--- src/aux_interlock_pkg.sv ---
// Shared constants, register map and carrier types of the auxiliary output interlock.
// How it works
// - Latch off: output returns when condition returns.
// - Latch on: interlock drop keeps output off.
// - Speed threshold used only for selectors 9, 10.
// - Gear threshold used only for selectors 13, 14.
// - Gear code: neutral 125, forward up, reverse down.
// - Current above fuse limit switches output off.
// - Selector 0: no sensor condition applies.
// - Selectors 1, 2: park brake set, released.
// - Selectors 3, 4: door open, all closed.
// - Selectors 5, 6: power takeoff engaged, disengaged.
// - Selectors 7, 8: engine running, stopped.
// - Selectors 9, 10: speed above, below threshold.
// - Selectors 11, 12: vehicle stationary, moving.
// - Selectors 13, 14: gear above, below threshold.
// - Selectors 15, 16: neutral, out of neutral.
// - Shed level 0 exempt; 1 first, 3 last.
// - Latched drop-out clears by switch off then on.
// - Output only with key in ignition or accessory.
// - Default setup drops output at 30 mph.
package aux_interlock_pkg;

  // ****************************************************************
  // Register map
  // ****************************************************************
  localparam logic [7:0] ADDR_CONFIG    = 8'h00;
  localparam logic [7:0] ADDR_THRESHOLD = 8'h04;
  localparam logic [7:0] ADDR_STATUS    = 8'h08;
  localparam logic [7:0] ADDR_CONTROL   = 8'h0c;

  // ****************************************************************
  // Field positions
  // ****************************************************************
  localparam int SEL_LSB      = 0;
  localparam int SEL_W        = 5;
  localparam int LATCH_BIT    = 8;
  localparam int SHED_LSB     = 16;
  localparam int SHED_W       = 2;
  localparam int SPEED_LSB    = 0;
  localparam int GEAR_LSB     = 8;
  localparam int FUSE_LSB     = 16;
  localparam int BYTE_W       = 8;
  localparam int FUSE_CLR_BIT = 0;
  localparam int LATCH_CLR_BIT = 1;

  // ****************************************************************
  // Reset values
  // ****************************************************************
  localparam logic [4:0] SELECTOR_RST  = 5'h0a;
  localparam logic       LATCH_RST     = 1'b0;
  localparam logic [1:0] SHED_PRIO_RST = 2'h1;
  localparam logic [7:0] SPEED_RST     = 8'h1e;
  localparam logic [7:0] GEAR_RST      = 8'h7d;
  localparam logic [7:0] FUSE_RST      = 8'hc8;

  // ****************************************************************
  // Encodings
  // ****************************************************************
  localparam logic [7:0] GEAR_NEUTRAL = 8'h7d;
  localparam logic [7:0] SPEED_STOPPED = 8'h00;
  localparam logic [1:0] SHED_NONE    = 2'h0;

  localparam logic [4:0] SEL_NONE        = 5'h00;
  localparam logic [4:0] SEL_BRAKE_SET   = 5'h01;
  localparam logic [4:0] SEL_BRAKE_OFF   = 5'h02;
  localparam logic [4:0] SEL_DOOR_OPEN   = 5'h03;
  localparam logic [4:0] SEL_DOOR_SHUT   = 5'h04;
  localparam logic [4:0] SEL_PTO_ON      = 5'h05;
  localparam logic [4:0] SEL_PTO_OFF     = 5'h06;
  localparam logic [4:0] SEL_ENG_RUN     = 5'h07;
  localparam logic [4:0] SEL_ENG_STOP    = 5'h08;
  localparam logic [4:0] SEL_SPEED_ABOVE = 5'h09;
  localparam logic [4:0] SEL_SPEED_BELOW = 5'h0a;
  localparam logic [4:0] SEL_STOPPED     = 5'h0b;
  localparam logic [4:0] SEL_MOVING      = 5'h0c;
  localparam logic [4:0] SEL_GEAR_ABOVE  = 5'h0d;
  localparam logic [4:0] SEL_GEAR_BELOW  = 5'h0e;
  localparam logic [4:0] SEL_NEUTRAL     = 5'h0f;
  localparam logic [4:0] SEL_IN_GEAR     = 5'h10;

  // ****************************************************************
  // Carrier types
  // ****************************************************************
  typedef struct packed {
    logic       park_brake;
    logic       door_open;
    logic       power_takeoff;
    logic       engine_running;
    logic [7:0] speed;
    logic [7:0] gear;
  } sensor_t;

  typedef struct packed {
    logic       switch_on;
    logic       key_on;
    logic [7:0] current;
    logic [1:0] shed_level;
  } demand_t;

  typedef struct packed {
    logic [4:0] selector;
    logic       latch_after_interlock;
    logic [1:0] shed_priority_level;
    logic [7:0] speed_threshold;
    logic [7:0] gear_threshold;
    logic [7:0] fuse_current_limit;
  } config_t;

endpackage : aux_interlock_pkg

--- src/aux_output_interlock.sv ---
// Interlocked auxiliary power output controller with a classic Wishbone register slave.
`timescale 1ns/100ps
`default_nettype none
module aux_output_interlock (
  input  wire logic        clk_in,
  input  wire logic        resetn_in,
  // Wishbone classic slave.
  input  wire logic        wb_cyc_in,
  input  wire logic        wb_stb_in,
  input  wire logic        wb_we_in,
  input  wire logic [7:0]  wb_adr_in,
  input  wire logic [3:0]  wb_sel_in,
  input  wire logic [31:0] wb_dat_in,
  output logic      [31:0] wb_dat_out,
  output logic             wb_ack_out,
  // Operator and key.
  input  wire logic        switch_on_in,
  input  wire logic        ignition_key_position_in,
  // Vehicle sensor states.
  input  wire logic        park_brake_in,
  input  wire logic        door_open_in,
  input  wire logic        power_takeoff_in,
  input  wire logic        engine_running_in,
  input  wire logic [7:0]  vehicle_speed_in,
  input  wire logic [7:0]  trans_gear_in,
  // Measured output current and system load-shed level.
  input  wire logic [7:0]  output_current_in,
  input  wire logic [1:0]  shed_level_in,
  // Drive to the remote power output module.
  output logic             aux_power_output_out
);

  // ****************************************************************
  // State
  // ****************************************************************
  typedef struct packed {
    aux_interlock_pkg::config_t cfg;
    logic                       switch_prev;
    logic                       latched_off;
    logic                       fuse_tripped;
    logic                       shed_active;
    logic                       output_on;
    logic                       ack;
    logic [31:0]                rdata;
  } top_state_t;

  top_state_t                 state_r;
  top_state_t                 state_nxt;

  aux_interlock_pkg::sensor_t sensor_raw;
  aux_interlock_pkg::sensor_t sensor_sync;
  aux_interlock_pkg::demand_t demand_raw;
  aux_interlock_pkg::demand_t demand_sync;
  logic                       cond_ok;

  logic                       bus_req;
  logic                       bus_wr;
  logic                       bus_rd;
  logic [31:0]                wmask;
  logic [31:0]                cfg_word;
  logic [31:0]                thr_word;
  logic [31:0]                status_word;
  logic [31:0]                cfg_new;
  logic [31:0]                thr_new;
  logic                       ctl_fuse_clr;
  logic                       ctl_latch_clr;
  logic                       switch_rise;
  logic                       switch_fall;
  logic                       over_current;
  logic                       shed_now;
  logic                       demand_ok;

  // ****************************************************************
  // Pin synchronisers
  // ****************************************************************
  always_comb
  begin
    sensor_raw                = '0;
    sensor_raw.park_brake     = park_brake_in;
    sensor_raw.door_open      = door_open_in;
    sensor_raw.power_takeoff  = power_takeoff_in;
    sensor_raw.engine_running = engine_running_in;
    sensor_raw.speed          = vehicle_speed_in;
    sensor_raw.gear           = trans_gear_in;
    demand_raw                = '0;
    demand_raw.switch_on      = switch_on_in;
    demand_raw.key_on         = ignition_key_position_in;
    demand_raw.current        = output_current_in;
    demand_raw.shed_level     = shed_level_in;
  end

  aux_sync #(
    .WIDTH ($bits(aux_interlock_pkg::sensor_t))
  ) u_sensor_sync (
    .clk_in    (clk_in),
    .resetn_in (resetn_in),
    .async_in  (sensor_raw),
    .sync_out  (sensor_sync)
  );

  aux_sync #(
    .WIDTH ($bits(aux_interlock_pkg::demand_t))
  ) u_demand_sync (
    .clk_in    (clk_in),
    .resetn_in (resetn_in),
    .async_in  (demand_raw),
    .sync_out  (demand_sync)
  );

  // ****************************************************************
  // Interlock condition
  // ****************************************************************
  aux_interlock_eval u_eval (
    .clk_in      (clk_in),
    .resetn_in   (resetn_in),
    .sensor_in   (sensor_sync),
    .cfg_in      (state_r.cfg),
    .cond_ok_out (cond_ok)
  );

  // ****************************************************************
  // Register views
  // ****************************************************************
  always_comb
  begin
    wmask = {{8{wb_sel_in[3]}}, {8{wb_sel_in[2]}}, {8{wb_sel_in[1]}}, {8{wb_sel_in[0]}}};

    cfg_word = '0;
    cfg_word[aux_interlock_pkg::SEL_LSB +: aux_interlock_pkg::SEL_W] = state_r.cfg.selector;
    cfg_word[aux_interlock_pkg::LATCH_BIT] = state_r.cfg.latch_after_interlock;
    cfg_word[aux_interlock_pkg::SHED_LSB +: aux_interlock_pkg::SHED_W] =
      state_r.cfg.shed_priority_level;

    thr_word = '0;
    thr_word[aux_interlock_pkg::SPEED_LSB +: aux_interlock_pkg::BYTE_W] =
      state_r.cfg.speed_threshold;
    thr_word[aux_interlock_pkg::GEAR_LSB +: aux_interlock_pkg::BYTE_W] =
      state_r.cfg.gear_threshold;
    thr_word[aux_interlock_pkg::FUSE_LSB +: aux_interlock_pkg::BYTE_W] =
      state_r.cfg.fuse_current_limit;

    status_word      = '0;
    status_word[0]   = state_r.output_on;
    status_word[1]   = cond_ok;
    status_word[2]   = state_r.latched_off;
    status_word[3]   = state_r.fuse_tripped;
    status_word[4]   = state_r.shed_active;
    status_word[5]   = demand_sync.key_on;
    status_word[6]   = demand_sync.switch_on;

    cfg_new = (cfg_word & ~wmask) | (wb_dat_in & wmask);
    thr_new = (thr_word & ~wmask) | (wb_dat_in & wmask);
  end

  // ****************************************************************
  // Bus decode
  // ****************************************************************
  always_comb
  begin
    bus_req       = wb_cyc_in && wb_stb_in && !state_r.ack;
    bus_wr        = bus_req && wb_we_in;
    bus_rd        = bus_req && !wb_we_in;
    ctl_fuse_clr  = bus_wr && (wb_adr_in == aux_interlock_pkg::ADDR_CONTROL) &&
                    wb_sel_in[0] && wb_dat_in[aux_interlock_pkg::FUSE_CLR_BIT];
    ctl_latch_clr = bus_wr && (wb_adr_in == aux_interlock_pkg::ADDR_CONTROL) &&
                    wb_sel_in[0] && wb_dat_in[aux_interlock_pkg::LATCH_CLR_BIT];
  end

  // ****************************************************************
  // Output decision
  // ****************************************************************
  always_comb
  begin
    switch_rise  = demand_sync.switch_on && !state_r.switch_prev;
    switch_fall  = !demand_sync.switch_on && state_r.switch_prev;
    over_current = state_r.output_on &&
                   (demand_sync.current > state_r.cfg.fuse_current_limit);
    shed_now     = (state_r.cfg.shed_priority_level != aux_interlock_pkg::SHED_NONE) &&
                   (demand_sync.shed_level != aux_interlock_pkg::SHED_NONE) &&
                   (state_r.cfg.shed_priority_level <= demand_sync.shed_level);
    demand_ok    = demand_sync.switch_on && demand_sync.key_on;
  end

  // ****************************************************************
  // Next state
  // ****************************************************************
  always_comb
  begin
    state_nxt             = state_r;
    state_nxt.switch_prev = demand_sync.switch_on;
    state_nxt.shed_active = shed_now;

    // Latched drop-out: set when the condition fails under a live request.
    if (state_r.cfg.latch_after_interlock && demand_ok && !cond_ok)
    begin
      state_nxt.latched_off = 1'b1;
    end
    else if (switch_fall || switch_rise || ctl_latch_clr ||
             !state_r.cfg.latch_after_interlock)
    begin
      state_nxt.latched_off = 1'b0;
    end

    // Fuse trip: set wins over any clear in the same cycle.
    if (over_current)
    begin
      state_nxt.fuse_tripped = 1'b1;
    end
    else if (switch_fall || ctl_fuse_clr)
    begin
      state_nxt.fuse_tripped = 1'b0;
    end

    // Output updates one tick after the inputs that steer it.
    state_nxt.output_on = demand_ok && cond_ok && !state_r.latched_off &&
                          !(state_r.cfg.latch_after_interlock && !cond_ok) &&
                          !state_r.fuse_tripped && !over_current &&
                          !shed_now;

    // Bus answer in the cycle after the request.
    state_nxt.ack   = bus_req;
    state_nxt.rdata = '0;
    if (bus_rd)
    begin
      case (wb_adr_in)
        aux_interlock_pkg::ADDR_CONFIG:    state_nxt.rdata = cfg_word;
        aux_interlock_pkg::ADDR_THRESHOLD: state_nxt.rdata = thr_word;
        aux_interlock_pkg::ADDR_STATUS:    state_nxt.rdata = status_word;
        default:                           state_nxt.rdata = '0;
      endcase
    end

    if (bus_wr)
    begin
      case (wb_adr_in)
        aux_interlock_pkg::ADDR_CONFIG:
        begin
          state_nxt.cfg.selector =
            cfg_new[aux_interlock_pkg::SEL_LSB +: aux_interlock_pkg::SEL_W];
          state_nxt.cfg.latch_after_interlock = cfg_new[aux_interlock_pkg::LATCH_BIT];
          state_nxt.cfg.shed_priority_level =
            cfg_new[aux_interlock_pkg::SHED_LSB +: aux_interlock_pkg::SHED_W];
        end
        aux_interlock_pkg::ADDR_THRESHOLD:
        begin
          state_nxt.cfg.speed_threshold =
            thr_new[aux_interlock_pkg::SPEED_LSB +: aux_interlock_pkg::BYTE_W];
          state_nxt.cfg.gear_threshold =
            thr_new[aux_interlock_pkg::GEAR_LSB +: aux_interlock_pkg::BYTE_W];
          state_nxt.cfg.fuse_current_limit =
            thr_new[aux_interlock_pkg::FUSE_LSB +: aux_interlock_pkg::BYTE_W];
        end
        default:
        begin
          state_nxt.cfg = state_r.cfg;
        end
      endcase
    end
  end

  // ****************************************************************
  // Registers
  // ****************************************************************
  always_ff @(posedge clk_in or negedge resetn_in)
  begin
    if (!resetn_in)
    begin
      state_r                           <= '0;
      state_r.cfg.selector              <= aux_interlock_pkg::SELECTOR_RST;
      state_r.cfg.latch_after_interlock <= aux_interlock_pkg::LATCH_RST;
      state_r.cfg.shed_priority_level   <= aux_interlock_pkg::SHED_PRIO_RST;
      state_r.cfg.speed_threshold       <= aux_interlock_pkg::SPEED_RST;
      state_r.cfg.gear_threshold        <= aux_interlock_pkg::GEAR_RST;
      state_r.cfg.fuse_current_limit    <= aux_interlock_pkg::FUSE_RST;
    end
    else
    begin
      state_r <= state_nxt;
    end
  end

  assign wb_dat_out           = state_r.rdata;
  assign wb_ack_out           = state_r.ack;
  assign aux_power_output_out = state_r.output_on;

endmodule : aux_output_interlock
`default_nettype wire

--- src/aux_sync.sv ---
// Two-stage synchroniser for a group of pin inputs.
`timescale 1ns/100ps
`default_nettype none
module aux_sync #(
  parameter int WIDTH = 1
) (
  input  wire logic             clk_in,
  input  wire logic             resetn_in,
  input  wire logic [WIDTH-1:0] async_in,
  output logic      [WIDTH-1:0] sync_out
);

  typedef struct packed {
    logic [WIDTH-1:0] meta;
    logic [WIDTH-1:0] stable;
  } sync_state_t;

  sync_state_t state_r;
  sync_state_t state_nxt;

  // The first stage feeds only the second stage.
  always_comb
  begin
    state_nxt        = state_r;
    state_nxt.meta   = async_in;
    state_nxt.stable = state_r.meta;
  end

  always_ff @(posedge clk_in or negedge resetn_in)
  begin
    if (!resetn_in)
    begin
      state_r <= '0;
    end
    else
    begin
      state_r <= state_nxt;
    end
  end

  assign sync_out = state_r.stable;

endmodule : aux_sync
`default_nettype wire

--- src/aux_interlock_eval.sv ---
// Interlock condition selected by the configuration, evaluated from sensor states.
`timescale 1ns/100ps
`default_nettype none
module aux_interlock_eval (
  input  wire logic                       clk_in,
  input  wire logic                       resetn_in,
  input  wire aux_interlock_pkg::sensor_t sensor_in,
  input  wire aux_interlock_pkg::config_t cfg_in,
  output logic                            cond_ok_out
);

  typedef struct packed {
    logic cond_ok;
  } eval_state_t;

  eval_state_t state_r;
  eval_state_t state_nxt;
  logic        stopped;
  logic        neutral;

  always_comb
  begin
    stopped   = (sensor_in.speed == aux_interlock_pkg::SPEED_STOPPED);
    neutral   = (sensor_in.gear == aux_interlock_pkg::GEAR_NEUTRAL);
    state_nxt = state_r;
    case (cfg_in.selector)
      aux_interlock_pkg::SEL_NONE:        state_nxt.cond_ok = 1'b1;
      aux_interlock_pkg::SEL_BRAKE_SET:   state_nxt.cond_ok = sensor_in.park_brake;
      aux_interlock_pkg::SEL_BRAKE_OFF:   state_nxt.cond_ok = !sensor_in.park_brake;
      aux_interlock_pkg::SEL_DOOR_OPEN:   state_nxt.cond_ok = sensor_in.door_open;
      aux_interlock_pkg::SEL_DOOR_SHUT:   state_nxt.cond_ok = !sensor_in.door_open;
      aux_interlock_pkg::SEL_PTO_ON:      state_nxt.cond_ok = sensor_in.power_takeoff;
      aux_interlock_pkg::SEL_PTO_OFF:     state_nxt.cond_ok = !sensor_in.power_takeoff;
      aux_interlock_pkg::SEL_ENG_RUN:     state_nxt.cond_ok = sensor_in.engine_running;
      aux_interlock_pkg::SEL_ENG_STOP:    state_nxt.cond_ok = !sensor_in.engine_running;
      aux_interlock_pkg::SEL_SPEED_ABOVE:
        state_nxt.cond_ok = (sensor_in.speed > cfg_in.speed_threshold);
      aux_interlock_pkg::SEL_SPEED_BELOW:
        state_nxt.cond_ok = (sensor_in.speed < cfg_in.speed_threshold);
      aux_interlock_pkg::SEL_STOPPED:     state_nxt.cond_ok = stopped;
      aux_interlock_pkg::SEL_MOVING:      state_nxt.cond_ok = !stopped;
      aux_interlock_pkg::SEL_GEAR_ABOVE:
        state_nxt.cond_ok = (sensor_in.gear > cfg_in.gear_threshold);
      aux_interlock_pkg::SEL_GEAR_BELOW:
        state_nxt.cond_ok = (sensor_in.gear < cfg_in.gear_threshold);
      aux_interlock_pkg::SEL_NEUTRAL:     state_nxt.cond_ok = neutral;
      aux_interlock_pkg::SEL_IN_GEAR:     state_nxt.cond_ok = !neutral;
      default:                            state_nxt.cond_ok = 1'b0;
    endcase
  end

  always_ff @(posedge clk_in or negedge resetn_in)
  begin
    if (!resetn_in)
    begin
      state_r <= '0;
    end
    else
    begin
      state_r <= state_nxt;
    end
  end

  assign cond_ok_out = state_r.cond_ok;

endmodule : aux_interlock_eval
`default_nettype wire

--- config.mk ---
export PLATFORM = sky130hd
export DESIGN_NAME = aux_output_interlock
export DESIGN_NICKNAME = d
export VERILOG_FILES = /design/src/aux_interlock_pkg.sv /design/src/aux_output_interlock.sv /design/src/aux_sync.sv /design/src/aux_interlock_eval.sv
export SDC_FILE = /design/constraint.sdc
export NUM_CORES = 1
export LEC_CHECK = 0
export BUFFER_PORTS_ARGS = -buffer_cell sky130_fd_sc_hd__buf_2
export CORE_MARGIN = 2
export CORE_UTILIZATION = 25
export CTS_BUF_LIST = sky130_fd_sc_hd__clkbuf_2
export CTS_CLUSTER_DIAMETER = 50
export DETAILED_ROUTE_END_ITERATION = 10
export GPL_ROUTABILITY_DRIVEN = 0
export PLACE_DENSITY_LB_ADDON = 0.1
export RECOVER_POWER = 25
export SLEW_MARGIN = 5
export SYNTH_ARGS = -nofsm -noshare
export SYNTH_HDL_FRONTEND = slang
export SYNTH_SLANG_ARGS = --single-unit
--- constraint.sdc ---
create_clock -name clk_in -period 2.5 [get_ports clk_in]
set_input_delay 0.5 -clock clk_in [delete_from_list [all_inputs] [get_ports clk_in]]
set_output_delay 0.5 -clock clk_in [all_outputs]
set_load 0.05 [all_outputs]
## Yosys cells after proc, flatten, opt, wreduce, memory -nomap -nowiden

Cells that the tools add are included.

| operators by class | value |
|---|---|
| $lt $le $gt $ge | 6 |
| eq/ne operators | 20 |
| multiplexer cells | 7 |
| bitwise operators | 6 |
| reduce and logical (&&, ||, !) cells | 53 |

Operators with widths:

| cell | count |
|---|---|
| one-hot mux 24 bit (3 select lines) | 1 |
| bitwise AND 24 bit | 2 |
| == test 5 x 4 -> 1 bit, second input constant | 8 |
| greater-than comparator 8 bit | 3 |
| two-way mux 24 bit | 1 |
| inverter 24 bit | 1 |
| bitwise OR 24 bit | 1 |
| logical AND 1 bit | 23 |
| == test 5 x 3 -> 1 bit, second input constant | 4 |
| bitwise AND 18 bit | 1 |
| bitwise OR 18 bit | 1 |
| logical NOT 1 bit | 17 |
| one-hot mux 1 bit (17 select lines) | 1 |
| == test 8 x 4 -> 1 bit, second input constant | 2 |
| logical NOT 8 bit | 2 |
| < comparator 8 bit | 2 |
| == test 5 x 2 -> 1 bit, second input constant | 2 |
| == test 8 x 3 -> 1 bit, second input constant | 1 |
| == test 8 x 7 -> 1 bit, second input constant | 1 |
| nonzero test 2 bit | 4 |
| == test 5 x 1 -> 1 bit, second input constant | 1 |
| == test 5 bit, second input constant | 1 |
| logical NOT 5 bit | 1 |
| logical OR 1 bit | 4 |
| 3 further kinds | 7 |

| storage, ports and cells | value |
|---|---|
| bits in registers | 135 |
| bits of input ports | 81 |
| output and inout port bits | 34 |
| word-level logic and storage cells | 110 |

## Depth between registers and ports, before layout

| logic depth | value |
|---|---|
| depth in word-level cells | 10 |
| gate-level depth with buffers | 8 |
| depth with buffers taken out | 8 |

## By module

Synthesis repeated with hierarchy kept, for this count alone.

| unflattened totals | value |
|---|---|
| cell total of the unflattened synthesis | 403 |
| area total of the unflattened synthesis | 5252.5 sq um |

By module, submodules not included:

| module | times used | cells an instance | area an instance (sq um) | seq. area each (sq um) |
|---|---|---|---|---|
| aux_output_interlock | 1 | 248 | 3007.9 | 1571.5 |
| aux_sync (u_sensor_sync) | 1 | 40 | 1001.0 | 1001.0 |
| aux_interlock_eval | 1 | 91 | 643.1 | 25.0 |
| aux_sync (u_demand_sync) | 1 | 24 | 600.6 | 600.6 |

## Least setup slack after synthesis

Ideal clock, no wire load.

| path | value |
|---|---|
| path type | reg2reg |
| from | register with a tool-made name |
| to | register u_eval.state_r, in the netlist u_eval.cond_ok_out |
| setup time | 0.064 ns |
| arrival | 1.872 ns |
| data required time | 2.436 ns |
| path slack | 0.563 ns |
| cell stages (with the launch flop) | 9 |
| path buffers | 0 |
| period minus slack after synthesis | 1.937 ns |
| path through | dfstp_2 -> inv_1 -> ha_1 -> a21o_1 -> a21oi_1 -> nor2b_1 -> or3_1 -> o311ai_1 -> a211o_1 |

RTL lines:

| what | line | text |
|---|---|---|
| to (signal assigned) | aux_interlock_eval.sv:60 | `state_r <= state_nxt;` |
| to (decl) | aux_interlock_eval.sv:16 | `eval_state_t state_r;` |

==> flow_metrics.py <==
metrics = {
    "critical_path": {
        "required_ns": 3.04,
        "crit_path_end_kind": "flop",
        "crit_path_cell_trace": "inv_1 > ha_1 > nor2b_1 > o211ai_1 > a21oi_1 > a211oi_1 > mux2i_1 > a211o_1",
        "max_stage_delay_ns": 0.57,
        "arrival_ns": 2.69,
        "crit_fanout": 2,
        "crit_type": "reg -> reg",
        "critPathSlowestCell": "dfstp_2",
        "start_kind": "flop",
    },
    "status": {
        "violations": "capacitance limit, slew limit",
        "outcome": "finished with violations",
    },
    "grt": {
        "met2_usage_pct": 18.1,
        "grt_overflow": 0,
        "antenna_found_initial": 1,
        "grt_use_total_pct": 11.4,
        "met3_usage_pct": 3.70,
        "grt_pass1_vias": 3682,
        "grt_pass1_wl_um": 19000,
        "met1_usage_pct": 15.0,
        "grt_max_degree": 75,
        "gr-max-usage-layer": "met2",
    },
    "cts": {
        "cts.sinks": 127,
        "clock_latency_ns": 0.65,
        "cts_tree": "yes",
        "htree_levels": 4,
        "clockRootBuffer": "clkbuf_2",
        "postCtsHoldBufs": 55,
        "ctsLongestPathBuffers": 2,
        "postCtsSetupRepairBufs": 0,
        "numCtsBuffers": 17,
        "clk_pin_slew_ns": 0.19,
        "ctsResizeCount": 0,
    },
    "drt": {
        "wl_per_cell_um": 13.5,
        "first_pass_iters": 6,
        "drcViolationCount": 0,
        "drt_iter0_markers": 130,
        "avgViaCountPerCell": 4.04,
        "drt-total-wl_um": 11600,
        "vias": 3490,
        "ant_nets": 0,
    },
    "timing": {
        "max_freq_mhz": 466,
        "min_period_over_period_pct": 85.8,
        "worst_slack_ns": 0.355,
        "tightest_slew_ns": 1.71,
        "finalCriticalPeriod_ns": 2.15,
        "tns_ns": 0,
        "fin_skew_ns": 0.0261,
        "relSlewSlack_pct": -14.2,
        "hold_viol_final": 0,
        "setup_viol": 0,
        "rsz0062_at_grt": "false",
        "slew_violations": 31,
    },
    "synth": {
        "yosysTopAreaCell": "dfrtp_1",
        "avgSynthCellArea_sq_um": 11.8,
        "ys_seq_area_share_pct": 62.1,
        "synthesis.area_sq_um": 5150,
        "yosys.cell_types.count": 44,
        "synth.ff_latch_count": 127,
        "synth_top_area_share_pct": 53.9,
        "synthesis.instances": 436,
        "ys_warn_count": 0,
        "netlist_top_cells_area": "dfrtp_1, dfstp_2, ha_1",
    },
    "hold_path": {
        "hold_path.class": "in -> reg",
    },
    "placed_design": {
        "dp_slack_ns": 0.278,
        "dpl.hpwl_um": 8620,
        "numPortBuffers": 97,
        "post_dp_cell_area_sq_um": 5800,
    },
    "final_layout": {
        "final_area_sq_um": 6590,
        "finalNetCount": 689,
        "final_common_cell": "dfrtp_1",
        "fillCellCount": 2092,
        "synthToLayoutAreaGrowth_pct": 28.1,
        "drive_gt1_share_pct": 27.4,
        "layout_common_cells": "dfrtp_1, buf_2, dlygate4sd3_1",
    },
    "power": {
        "power_frac_clock_pct": 34.4,
        "p_sw_mw": 0.937,
        "power_density_nw_per_um2": 567,
        "seqPwrFrac_pct": 57.4,
        "ir_worst_vdd_mv": 0.264,
        "pwr-share-comb_pct": 8.1,
        "switching_share_pct": 25.0,
        "p_leak_nw": 3.24,
        "p_int_mw": 2.80,
    },
    "job": {
        "cap_violations": 1,
    },
    "die": {
        "dieArea_sq_um": 21800,
        "row_count": 52,
        "ios": 115,
        "core_area_sq_um": 20200,
        "die_x_um": 148,
        "die_y_um": 148,
        "start_util_pct": 25.4,
    },
}
[layout make-up]
type | instances | area, sq um | area share [%]
diodes | 1 | 2.50 | 0.0380
clock buffers | 18 | 90.1 | 1.37
clock inverters | 12 | 146 | 2.22
inverters | 34 | 128 | 1.94
multi-input cells | 238 | 1560 | 23.6
flip-flops and latches | 127 | 3200 | 48.5
well taps | 270 | 338 | 5.12
repair buffers | 163 | 1130 | 17.2
[power groups by stage]
stage                     combinational, mW  clock, mW  sequential, mW
after floorplan                       0.113          0            2.18
after global placement                0.242          0            2.19
after detailed placement              0.246          0            2.19
after CTS                             0.313       1.36            2.15
after global routing                  0.344       1.44            2.16
final                                 0.304       1.29            2.15
[cells by family (layout without fill, tap and decap cells)]
| kind of cell | Yosys count | after routing | share of synthesized area (%) |
|---|---|---|---|
| and+or+nand+nor | 120 | 120 | 11.9 |
| buffers and inverters | 78 | 227 | 8.12 |
| DFF | 127 | 127 | 62.1 |
| muxes | 19 | 19 | 3.94 |
| adders and majority gates | 27 | 27 | 6.56 |
| AOI/OAI and AO/OA | 64 | 64 | 7.27 |
| other | 1 | 9 | 0.0728 |
[worst paths after layout]
path                            slack, ns                            startpoint                             endpoint  cells past startpoint
min in group asynchronous            0.80                             resetn_in              wb_dat_out[3]$_DFF_PN0_                      2
worst min-delay path                 0.13                          wb_dat_in[0]                                 flop                      3
worst min register to register       0.36  u_sensor_sync.state_nxt[3]$_DFF_PN0_  u_sensor_sync.sync_out[3]$_DFF_PN0_                      0
worst max-delay path                 0.35                                  flop         u_eval.cond_ok_out$_DFF_PN0_                      8
max in group asynchronous            0.51                             resetn_in           asynchronous set/reset pin                      3
worst max register to register       0.35                                  flop         u_eval.cond_ok_out$_DFF_PN0_                      8
[per-layer routing]
metal	part of all wire, %	wire length, um
met2	47	5500
met1	47	5520
met4	0.82	96
met3	4.5	522
met5	0	0
[worst max-delay path, delay by kind of cell (launching register included)]
family	cells	cell delay (ns)
DFF	1	0.57
muxes	1	0.12
AOI/OAI and AO/OA	4	0.84
buffers and inverters	1	0.06
and+or+nand+nor	1	0.14
adders and majority gates	1	0.31
[stage by stage]
step	std cells	total power, mW	hold WS (ns)	util (%)
3_5_place_dp	776	2.43	0.335	28.7
2_1_floorplan	443	2.29	0.204	-
4_1_cts	861	3.82	0.00759	32.5
3_3_place_gp	776	2.43	0.334	28.7
6_report	863	3.74	0.131	32.6
5_1_grt	863	3.95	0.0736	32.6
[Yosys cell counts (all sizes together)]
cell	instances
a211o	1
a211oi	1
a21o	1
a21oi	17
a22oi	2
a31o	1
a31oi	2
buf	36
clkbuf	8
conb	1
dfrtp	111
dfstp	16
ha	27
inv	34
mux2	10
mux2i	9
nand2	35
nand2b	3
nand3	6
nand3b	3
nand4	6
nand4b	2
nor2	29
nor2b	9
nor3	5
nor3b	2
nor4	18
o2111a	1
o2111ai	1
o211ai	2
o21a	2
o21ai	29
o221a	1
o22ai	1
o311ai	1
o31ai	1
or3	2
Note: power is estimated with default switching activity, not from simulation.
